**src/core/sbc_regs.vh**
```
`ifndef SBC_REGS_VH
`define SBC_REGS_VH

// ****************************************
// register addresses
// ****************************************
`define SBC_CN_ADDR 8'hC0
`define SBC_CF_ADDR 8'hC1
`define SBC_ADM_ADDR 8'hD6

// ****************************************
// serial_bus_config fields
// ****************************************
`define SBC_CF_ON 7
`define SBC_CF_MUTE 6
`define SBC_CF_BUSY 5
`define SBC_CF_EXT 4
`define SBC_CF_TOE 3
`define SBC_CF_FTE 2
`define SBC_CF_CS_HI 1
`define SBC_CF_CS_LO 0
`define SBC_CF_RST 8'h00

// ****************************************
// serial_bus_control fields
// ****************************************
`define SBC_CN_MASTER 7
`define SBC_CN_TXM 6
`define SBC_CN_BEGIN 5
`define SBC_CN_END 4
`define SBC_CN_ACK_REQUEST 3
`define SBC_CN_ARBL 2
`define SBC_CN_ACK 1
`define SBC_CN_SI 0
`define SBC_CN_RST 8'h00

// ****************************************
// slave_match_reg fields
// ****************************************
`define SBC_ADM_AUTOACK 0
`define SBC_ADM_RST 8'h00

// ****************************************
// timing in system clocks and source ticks
// ****************************************
`define SBC_HOLD_NORM 4'h3
`define SBC_HOLD_EXT 4'hC
`define SBC_SU_NORM 4'h1
`define SBC_SU_EXT 4'hB
`define SBC_FREE_TICKS 4'hA

`endif

```
**src/core/sbc_sync.v**
```verilog
`timescale 1ns/1ps
`default_nettype none
module sbc_sync #(
  parameter W = 2
) (
  input wire clk,
  input wire rst_b,
  input wire [W-1:0] din,
  output reg [W-1:0] lvl_q,
  output wire [W-1:0] rise,
  output wire [W-1:0] fall
);
  reg [W-1:0] meta_q;
  reg [W-1:0] prev_q;

  // idle bus level is high, so reset there
  always @(posedge clk or negedge rst_b) begin
    if (!rst_b) begin
      meta_q <= {W{1'b1}};
      lvl_q <= {W{1'b1}};
      prev_q <= {W{1'b1}};
    end else begin
      meta_q <= din;
      lvl_q <= meta_q;
      prev_q <= lvl_q;
    end
  end

  assign rise = lvl_q & ~prev_q;
  assign fall = ~lvl_q & prev_q;
endmodule
`default_nettype wire

```
**src/core/sbc_rate.v**
```verilog
`timescale 1ns/1ps
`default_nettype none
`include "sbc_regs.vh"
module sbc_rate (
  input wire clk,
  input wire rst_b,
  input wire [1:0] sel,
  input wire [3:0] ovf,
  input wire bus_high,
  input wire free_en,
  output reg tick_q,
  output reg free_q
);
  reg [3:0] cnt_q;

  always @(posedge clk or negedge rst_b) begin
    if (!rst_b) begin
      tick_q <= 1'b0;
      free_q <= 1'b0;
      cnt_q <= 4'h0;
    end else begin
      tick_q <= ovf[sel];
      free_q <= 1'b0;
      if (!bus_high || !free_en) begin
        cnt_q <= 4'h0;
      end else if (tick_q && cnt_q == `SBC_FREE_TICKS) begin
        // saturate past the limit so free fires once per idle spell
        free_q <= 1'b1;
        cnt_q <= cnt_q + 4'h1;
      end else if (tick_q && cnt_q < `SBC_FREE_TICKS) begin
        cnt_q <= cnt_q + 4'h1;
      end
    end
  end
endmodule
`default_nettype wire

```
**src/core/sbc_core.v**
```verilog
`timescale 1ns/1ps
`default_nettype none
`include "sbc_regs.vh"
module sbc_core (
  input wire clk,
  input wire rst_b,
  input wire [7:0] sfr_addr,
  input wire sfr_wr,
  input wire [7:0] sfr_wdata,
  output reg [7:0] sfr_rdata_q,
  input wire scl_in,
  output wire scl_out,
  output reg scl_oe_q,
  input wire sda_in,
  output wire sda_out,
  output reg sda_oe_q,
  input wire t0_ovf,
  input wire t1_ovf,
  input wire t2h_ovf,
  input wire t2l_ovf,
  input wire tmr3_split,
  output reg tmr3_hi_reload_q,
  output reg tmr3_lo_reload_q,
  input wire [7:0] tx_byte,
  output reg [7:0] rx_byte_q,
  input wire addr_hit
);
  // ****************************************
  // states
  // ****************************************
  localparam S_IDLE = 5'h01;
  localparam S_GSTA = 5'h02;
  localparam S_XFER = 5'h04;
  localparam S_GSTO = 5'h08;
  localparam S_GREP = 5'h10;

  function is_at;
    input [7:0] a;
    input [7:0] off;
    begin
      is_at = (a == off);
    end
  endfunction

  // ****************************************
  // state
  // ****************************************
  reg on_q, mute_q, busy_q, ext_q, toe_q, fte_q, autoack_q;
  reg [1:0] cs_q;
  reg master_q, txm_q, begin_q, end_q, ack_request_q, arbl_q, ack_q, si_q;
  reg [4:0] st_q;
  reg [1:0] gstep_q;
  reg [3:0] bit_cnt_q, hold_q, su_q;
  reg [7:0] shf_q;
  reg byte0_q, rw_q, active_q, ign_q, mute_eff_q, scl_low_q;
  reg sda_drv_q, tick_seen_q;
  // only a software write asks for a start, never a detected one
  reg start_req_q;

  wire [1:0] lvl, rise, fall;
  wire tick, free;
  wire scl_s = lvl[1];
  wire sda_s = lvl[0];
  wire start_det = fall[0] & scl_s;
  wire stop_det = rise[0] & scl_s;

  sbc_sync #(.W(2)) u_sync (
    .clk(clk),
    .rst_b(rst_b),
    .din({scl_in, sda_in}),
    .lvl_q(lvl),
    .rise(rise),
    .fall(fall)
  );

  sbc_rate u_rate (
    .clk(clk),
    .rst_b(rst_b),
    .sel(cs_q),
    .ovf({t2l_ovf, t2h_ovf, t1_ovf, t0_ovf}),
    .bus_high(scl_s & sda_s),
    .free_en(fte_q & on_q),
    .tick_q(tick),
    .free_q(free)
  );

  wire wr_cf = sfr_wr & is_at(sfr_addr, `SBC_CF_ADDR);
  wire wr_cn = sfr_wr & is_at(sfr_addr, `SBC_CN_ADDR);
  wire wr_adm = sfr_wr & is_at(sfr_addr, `SBC_ADM_ADDR);
  wire si_clr = wr_cn & si_q & ~sfr_wdata[`SBC_CN_SI];
  wire begin_n = wr_cn ? sfr_wdata[`SBC_CN_BEGIN] : begin_q;
  wire end_n = wr_cn ? sfr_wdata[`SBC_CN_END] : end_q;
  wire [3:0] hold_n = ext_q ? `SBC_HOLD_EXT : `SBC_HOLD_NORM;
  wire [3:0] su_n = ext_q ? `SBC_SU_EXT : `SBC_SU_NORM;

  // ****************************************
  // outgoing sda value
  // ****************************************
  wire addr_lsn = byte0_q & ~master_q & ~ign_q;
  // muted slaves always nack the address
  wire ack_bit = (byte0_q & ~master_q) ?
    ((autoack_q ? addr_hit : ack_q) & ~mute_eff_q) :
    ack_q;
  wire ack_drv = ~txm_q & (active_q | addr_lsn) & ack_bit;
  wire want = (bit_cnt_q == 4'h8) ? ~ack_drv :
    ((txm_q & active_q) ? shf_q[7] : 1'b1);
  wire frame_end = master_q & (end_n | begin_n);

  // ****************************************
  // pins and timer reload
  // ****************************************
  assign scl_out = 1'b0;
  assign sda_out = 1'b0;

  always @(posedge clk or negedge rst_b) begin
    if (!rst_b) begin
      scl_oe_q <= 1'b0;
      sda_oe_q <= 1'b0;
      tmr3_hi_reload_q <= 1'b0;
      tmr3_lo_reload_q <= 1'b0;
    end else begin
      scl_oe_q <= on_q & (scl_low_q | si_q);
      sda_oe_q <= on_q & ~sda_drv_q;
      tmr3_hi_reload_q <= toe_q & scl_s;
      tmr3_lo_reload_q <= toe_q & scl_s & ~tmr3_split;
    end
  end

  // ****************************************
  // register read
  // ****************************************
  always @(posedge clk or negedge rst_b) begin
    if (!rst_b) begin
      sfr_rdata_q <= 8'h00;
    end else if (is_at(sfr_addr, `SBC_CF_ADDR)) begin
      sfr_rdata_q <= {on_q, mute_q, busy_q, ext_q, toe_q, fte_q, cs_q};
    end else if (is_at(sfr_addr, `SBC_CN_ADDR)) begin
      sfr_rdata_q <= {master_q, txm_q, begin_q, end_q,
        ack_request_q, arbl_q, ack_q, si_q};
    end else if (is_at(sfr_addr, `SBC_ADM_ADDR)) begin
      sfr_rdata_q <= {7'h00, autoack_q};
    end else begin
      sfr_rdata_q <= 8'h00;
    end
  end

  // ****************************************
  // control engine
  // ****************************************
  // software writes come first so hardware sets below win a tie
  always @(posedge clk or negedge rst_b) begin
    if (!rst_b) begin
      {on_q, mute_q, ext_q, toe_q, fte_q, cs_q} <= 7'h00;
      autoack_q <= 1'b0;
      {master_q, txm_q, begin_q, end_q} <= 4'h0;
      {ack_request_q, arbl_q, ack_q, si_q} <= 4'h0;
      busy_q <= 1'b0;
      st_q <= S_IDLE;
      gstep_q <= 2'h0;
      bit_cnt_q <= 4'h0;
      hold_q <= 4'h0;
      su_q <= 4'h0;
      shf_q <= 8'h00;
      rx_byte_q <= 8'h00;
      {byte0_q, rw_q, active_q, ign_q, mute_eff_q} <= 5'h00;
      scl_low_q <= 1'b0;
      sda_drv_q <= 1'b1;
      tick_seen_q <= 1'b0;
      start_req_q <= 1'b0;
    end else begin
      if (wr_cf) begin
        on_q <= sfr_wdata[`SBC_CF_ON];
        mute_q <= sfr_wdata[`SBC_CF_MUTE];
        ext_q <= sfr_wdata[`SBC_CF_EXT];
        toe_q <= sfr_wdata[`SBC_CF_TOE];
        fte_q <= sfr_wdata[`SBC_CF_FTE];
        cs_q <= sfr_wdata[`SBC_CF_CS_HI:`SBC_CF_CS_LO];
      end
      if (wr_adm) begin
        autoack_q <= sfr_wdata[`SBC_ADM_AUTOACK];
      end
      if (wr_cn) begin
        begin_q <= sfr_wdata[`SBC_CN_BEGIN];
        start_req_q <= sfr_wdata[`SBC_CN_BEGIN];
        end_q <= sfr_wdata[`SBC_CN_END];
        ack_q <= sfr_wdata[`SBC_CN_ACK];
        si_q <= sfr_wdata[`SBC_CN_SI];
      end
      if (si_clr) begin
        arbl_q <= 1'b0;
        ack_request_q <= 1'b0;
        if (txm_q) begin
          shf_q <= tx_byte;
        end
      end
      if (scl_rise_or_fall(rise[1], fall[1])) begin
        tick_seen_q <= 1'b0;
      end else if (tick) begin
        tick_seen_q <= 1'b1;
      end
      if (fall[1]) begin
        hold_q <= hold_n;
      end else if (hold_q != 4'h0) begin
        hold_q <= hold_q - 4'h1;
      end
      if (!on_q) begin
        // disabling is the software escape from a stuck bus
        busy_q <= 1'b0;
        st_q <= S_IDLE;
        master_q <= 1'b0;
        {active_q, ign_q, scl_low_q} <= 3'h0;
        sda_drv_q <= 1'b1;
        bit_cnt_q <= 4'h0;
      end else begin
        if (start_det) begin
          busy_q <= 1'b1;
          {bit_cnt_q, byte0_q, ign_q} <= {4'h0, 1'b1, 1'b0};
          mute_eff_q <= mute_q;
          txm_q <= 1'b0;
          if (!master_q) begin
            begin_q <= 1'b1;
            active_q <= 1'b0;
          end
          if (st_q == S_IDLE) begin
            st_q <= S_XFER;
          end
        end
        if ((stop_det || free) && !master_q) begin
          busy_q <= 1'b0;
          st_q <= S_IDLE;
          active_q <= 1'b0;
          if (stop_det && active_q) begin
            end_q <= 1'b1;
            si_q <= 1'b1;
          end
        end else if (stop_det || free) begin
          busy_q <= 1'b0;
        end
        case (st_q)
          S_IDLE: begin
            if (start_req_q && !busy_q && !si_q) begin
              sda_drv_q <= 1'b0;
              gstep_q <= 2'h0;
              st_q <= S_GSTA;
            end
          end
          S_GSTA: begin
            // two ticks give at least one whole source period
            if (tick && gstep_q == 2'h0) begin
              gstep_q <= 2'h1;
            end else if (tick) begin
              {scl_low_q, master_q, txm_q, active_q} <= 4'hF;
              si_q <= 1'b1;
              st_q <= S_XFER;
            end
          end
          S_GSTO, S_GREP: begin
            if (gstep_q == 2'h0 && !scl_s && hold_q == 4'h0) begin
              sda_drv_q <= (st_q == S_GREP);
              gstep_q <= 2'h1;
            end else if (gstep_q == 2'h1 && tick_seen_q) begin
              scl_low_q <= 1'b0;
              gstep_q <= 2'h2;
            end else if (gstep_q == 2'h2 && scl_s && tick_seen_q) begin
              gstep_q <= 2'h0;
              if (st_q == S_GSTO) begin
                sda_drv_q <= 1'b1;
                {master_q, active_q, end_q} <= 3'h0;
                st_q <= S_IDLE;
              end else begin
                sda_drv_q <= 1'b0;
                st_q <= S_GSTA;
              end
            end
          end
          S_XFER: begin
            if (!scl_s && hold_q == 4'h0 && sda_drv_q != want) begin
              sda_drv_q <= want;
              su_q <= su_n;
            end else if (su_q != 4'h0) begin
              su_q <= su_q - 4'h1;
            end
            if (master_q && scl_low_q && tick_seen_q && !si_q &&
                su_q == 4'h0 && hold_q == 4'h0 && sda_drv_q == want) begin
              scl_low_q <= 1'b0;
            end else if (master_q && !scl_low_q && scl_s && tick_seen_q) begin
              scl_low_q <= 1'b1;
            end
            if (rise[1] && bit_cnt_q < 4'h8) begin
              shf_q <= {shf_q[6:0], sda_s};
              bit_cnt_q <= bit_cnt_q + 4'h1;
              if (bit_cnt_q == 4'h7) begin
                rx_byte_q <= {shf_q[6:0], sda_s};
                if (byte0_q) begin
                  rw_q <= sda_s;
                end
              end
              if (active_q && txm_q && sda_drv_q && !sda_s) begin
                arbl_q <= 1'b1;
                si_q <= 1'b1;
                {master_q, active_q, scl_low_q} <= 3'h0;
                sda_drv_q <= 1'b1;
              end
            end else if (rise[1] && bit_cnt_q == 4'h8) begin
              bit_cnt_q <= 4'h9;
              if (active_q && txm_q) begin
                ack_q <= ~sda_s;
              end
              if (addr_lsn) begin
                active_q <= ~sda_drv_q;
                ign_q <= sda_drv_q;
              end
            end
            if (fall[1] && bit_cnt_q == 4'h8 && !txm_q && !autoack_q &&
                (active_q || (addr_lsn && !mute_eff_q))) begin
              si_q <= 1'b1;
              ack_request_q <= 1'b1;
              ack_q <= 1'b0;
            end
            if (fall[1] && bit_cnt_q == 4'h9) begin
              {bit_cnt_q, byte0_q} <= 5'h00;
              if (byte0_q) begin
                txm_q <= master_q ? ~rw_q : rw_q;
              end
              if (active_q && (txm_q || autoack_q)) begin
                si_q <= 1'b1;
              end else if (frame_end) begin
                gstep_q <= 2'h0;
                st_q <= end_n ? S_GSTO : S_GREP;
              end
            end
            if (si_clr && frame_end && bit_cnt_q == 4'h0 && !byte0_q) begin
              gstep_q <= 2'h0;
              st_q <= end_n ? S_GSTO : S_GREP;
            end
          end
          default: begin
            st_q <= S_IDLE;
          end
        endcase
      end
    end
  end

  function scl_rise_or_fall;
    input r;
    input f;
    begin
      scl_rise_or_fall = r | f;
    end
  endfunction
endmodule
`default_nettype wire

```
**config.mk**
```make
export PLATFORM = sky130hd
export DESIGN_NAME = sbc_core
export DESIGN_NICKNAME = d
export VERILOG_FILES = /design/src/core/sbc_sync.v /design/src/core/sbc_rate.v /design/src/core/sbc_core.v
export VERILOG_INCLUDE_DIRS = /design/src /design/src/core
export SDC_FILE = /design/constraint.sdc
export NUM_CORES = 1
export LEC_CHECK = 0
export ABC_AREA = 1
export BUFFER_PORTS_ARGS = -buffer_cell sky130_fd_sc_hd__buf_2
export CELL_PAD_IN_SITES_DETAIL_PLACEMENT = 1
export CELL_PAD_IN_SITES_GLOBAL_PLACEMENT = 2
export CORE_MARGIN = 2
export CORE_UTILIZATION = 35
export CTS_CLUSTER_DIAMETER = 80
export DETAILED_ROUTE_END_ITERATION = 8
export PLACE_DENSITY = 0.78
export SLEW_MARGIN = 25
export SYNTH_ARGS = -nofsm -noshare
export SYNTH_HDL_FRONTEND = slang
export SYNTH_SLANG_ARGS = --single-unit
export TNS_END_PERCENT = 5
```
**constraint.sdc**
```tcl
create_clock -name clk -period 2.2 [get_ports clk]
set_input_delay 0.33 -clock clk [delete_from_list [all_inputs] [get_ports clk]]
set_output_delay 0.33 -clock clk [all_outputs]
set_load 0.05 [all_outputs]
```
==> results by group <==
Status
  – Status: completed

Worst setup path
  – Worst R2R Path Depth: 8
  – CP startpoint: u_sync.lvl_q[1]$_DFF_PN1_
  – Crit. End Element: register
  – CP Class: register to register
  – Worst r2r src: u_sync.lvl_q[1]$_DFF_PN1_
  – Critical Path Start Type: register
  – Critical path arrival: between 2000 and 2500 ps
  – Worst-path maximum fanout: 18
  – Worst r2r dst: rw_q$_DFFE_PN0P_
  – Worst EP required: 2430 ps
  – R2R setup slack: 260 ps

Hold path
  – Min-delay worst type: primary input to register
  – Worst Hold Launch: sda_in
  – Hold Path Stages: 1
  – Worst Hold Endpoint: u_sync.meta_q[0]$_DFF_PN1_

Timing
  – Slew Limit Fails: 0
  – Final setup viols: 0
  – Tcrit/Tclk final: 0.881
  – Peak Freq: 516 MHz
  – Tmin final: about 1900 ps
  – Setup_tns: 0 ps
  – Endpoints failing hold: 0
  – RSZ-0062 raised after global routing: false
  – Clock skew: 8.75 ps

Cells and area
  – Share of post-route cells with drive strength above 1: 0.214
  – Layout Nets: 694
  – Layout fillers: 1621
  – Area Growth Syn to Fin: 18.1%
  – Inserted Diodes: 0
  – Final Util: 0.420

Placement
  – Post-DP HPWL: 10.5 mm
  – Port bufs: 54
  – Routability cong.: 0.864

Synthesis
  – Most numerous cell in the Yosys netlist: nand2_1
  – Post-synth EDFFs: 0
  – Cells after Synth: 580
  – Synth Cell Area: 4690 um^2
  – Share of the yosys chip area belonging to registers: 0.455
  – Ys async rst share: 1.00
  – Synth top area cells: dfrtp_1 (41%), nand2_1 (9.4%), inv_1 (7.7%)
  – Leading area contributor after synthesis: dfrtp_1
  – Netlist cell types: between 40 and 50
  – Synth top cells by count: nand2_1 (118), inv_1 (96), dfrtp_1 (77), nand3_1 (41)
  – Mean Syn Cell Area: 8.09 um^2
  – Synth Warn #: 0
  – Yosys top cell area share: 0.411
  – FF+latch count, synth: between 80 and 90
  – Main synth FF type: dfrtp_1

Global routing
  – Number of global-route vias before repair: 4199
  – Final global-route overflow total: 0
  – Initial antenna violation count: 0
  – Tot GR Track Use: 0.201
  – Largest net degree at the start of global routing: 46
  – First-pass GRT wire length: about 22 mm

Drt
  – Final wirelength: 13.6 mm
  – Met2 WL: 6.26 mm
  – WL met1: between 6 and 7 mm
  – DRC: 0
  – WL met3: 507 um
  – Top layer in use: met4
  – Vias per cell: 4.99
  – Routed WL per cell: 16.5 um
  – Routed vias: 4139
  – ANT nets after route: 0
  – First-pass detailed-route iteration total: 4
  – Iter 0 DRT Violations: 227

Die
  – Initial core utilization: 0.356
  – Die Span Y: about 120 um
  – Core area: 13200 um^2
  – Row Count: 42
  – Die W: 120 um
  – Io pins: 57
  – Die Footprint: 14400 um^2

Clocking
  – Post-CTS Setup Repair Bufs: 0
  – H-tree Lvls: 3
  – Sinks on Clock Net: 85
  – CTS clk-pin slew, worst paths: ~70 ps
  – CTS max path bufs: 2
  – TritonCTS clock tree: yes
  – Worst skew pair latency: 350 ps
  – Cts bufs inserted: 9
  – CTS Root Cell: clkbuf_16

Power and ir drop
  – Worst vdd ir: 432 uV
  – Cell leakage power: 2.88 nW
  – Power per cell area: 859 nW/um^2

Run
  – Max Cap Violations: 0
worst max-delay path by stage:
stage                     slack, ps                  end  cells past startpoint
after floorplan                 440   active_q$_DFF_PN0_                     11
after global placement          270     rw_q$_DFFE_PN0P_                      8
after detailed placement        170   active_q$_DFF_PN0_                     11
after CTS                       140   active_q$_DFF_PN0_                     11
after global routing             30  su_q[3]$_DFFE_PN0P_                     13
final                           260     rw_q$_DFFE_PN0P_                      8
flip-flops by register name, summed over array words and instances, names as in the netlist, 4 cells and up:
signal,cells
sfr_rdata_q,8
st_q,5
rx_byte_q,8
shf_q,8
u_rate.cnt_q,4
su_q,4
hold_q,4
bit_cnt_q,4
per-stage QoR:
stage	cell area, um^2	hold WS, ps	worst slack [ps]	instances	power [mW]
after floorplan	4700	34.4	443	581	2.80
after global placement	5210	172	269	812	3.12
after detailed placement	5210	175	168	812	3.17
after CTS	5540	62.6	137	829	4.82
after global routing	5540	62.6	31.7	829	5.09
final	5540	71.6	262	829	4.76
worst max-delay path, cell delays in order (launching register included):
cell and delay, ps:
dfstp_2 670, ha_1 190, inv_1 60, nor2_2 150, nand3_1 130, nor2_2 130
inv_2 170, o21ai_0 220, o31ai_1 90
timing repair:
action,in CTS,in global routing
endpoints found under the setup margin,0,1
hold buffers,1,0
hold endpoints to repair,9,0
resized for setup,0,2
area by class of cell:
cell class | count | area, um^2 | share of cell area
clock buffers | 10 | 239 | 0.0431
repair buffers | 65 | 370 | 0.0668
inverters | 105 | 404 | 0.0729
well taps | 176 | 220 | 0.0397
flip-flops and latches | 85 | 2140 | 0.385
clock inverters | 6 | 76.3 | 0.0138
multi-input cells | 382 | 2100 | 0.378
layer usage:
layer,vias up,global-route usage
li1,2024,-
met1,2017,0.285
met2,85,0.317
met3,13,0.0399
met4,0,0.0522
met5,-,0
logic make-up (layout without fill, tap and decap cells):
family	count (synthesis)	in the layout	share of synthesized area
adder cells (fa/ha/maj)	11	11	0.0293
AO/OA/AOI/OAI	109	109	0.134
buffers and inverters	114	186	0.0997
AND/OR/NAND/NOR	255	255	0.271
multiplexers	1	1	0.00240
XOR/XNOR	4	4	0.00747
flip-flops	85	85	0.455
other	1	2	0.000799
placed cells by master (no fill, tap or decap), types with 3 or more instances in the layout:
| cell type | n |
|---|---|
| o22ai_1 | 5 |
| dfrtp_1 | 77 |
| xnor2_1 | 3 |
| nand2_1 | 118 |
| clkinv_4 | 3 |
| nor2_4 | 4 |
| nor3_1 | 8 |
| inv_2 | 7 |
| a21oi_1 | 30 |
| inv_6 | 3 |
| nand4_1 | 12 |
| nand2_2 | 6 |
| a31oi_1 | 3 |
| buf_4 | 10 |
| dfstp_2 | 8 |
| nor2_1 | 34 |
| ha_1 | 11 |
| nor2_2 | 10 |
| o21ai_2 | 9 |
| inv_1 | 96 |
| o21ai_1 | 13 |
| clkbuf_16 | 9 |
| buf_2 | 53 |
| o211ai_1 | 3 |
| nand2_4 | 3 |
| o21ai_0 | 36 |
| nor4_1 | 4 |
| nand3_1 | 41 |
power breakdown:
group | internal [mW] | switching [mW]
sequential | 1.79 | 0.154
combinational | 0.410 | 0.785
clock | 0.933 | 0.684
total | 3.14 | 1.62
Power figures use the tool's default switching activity.
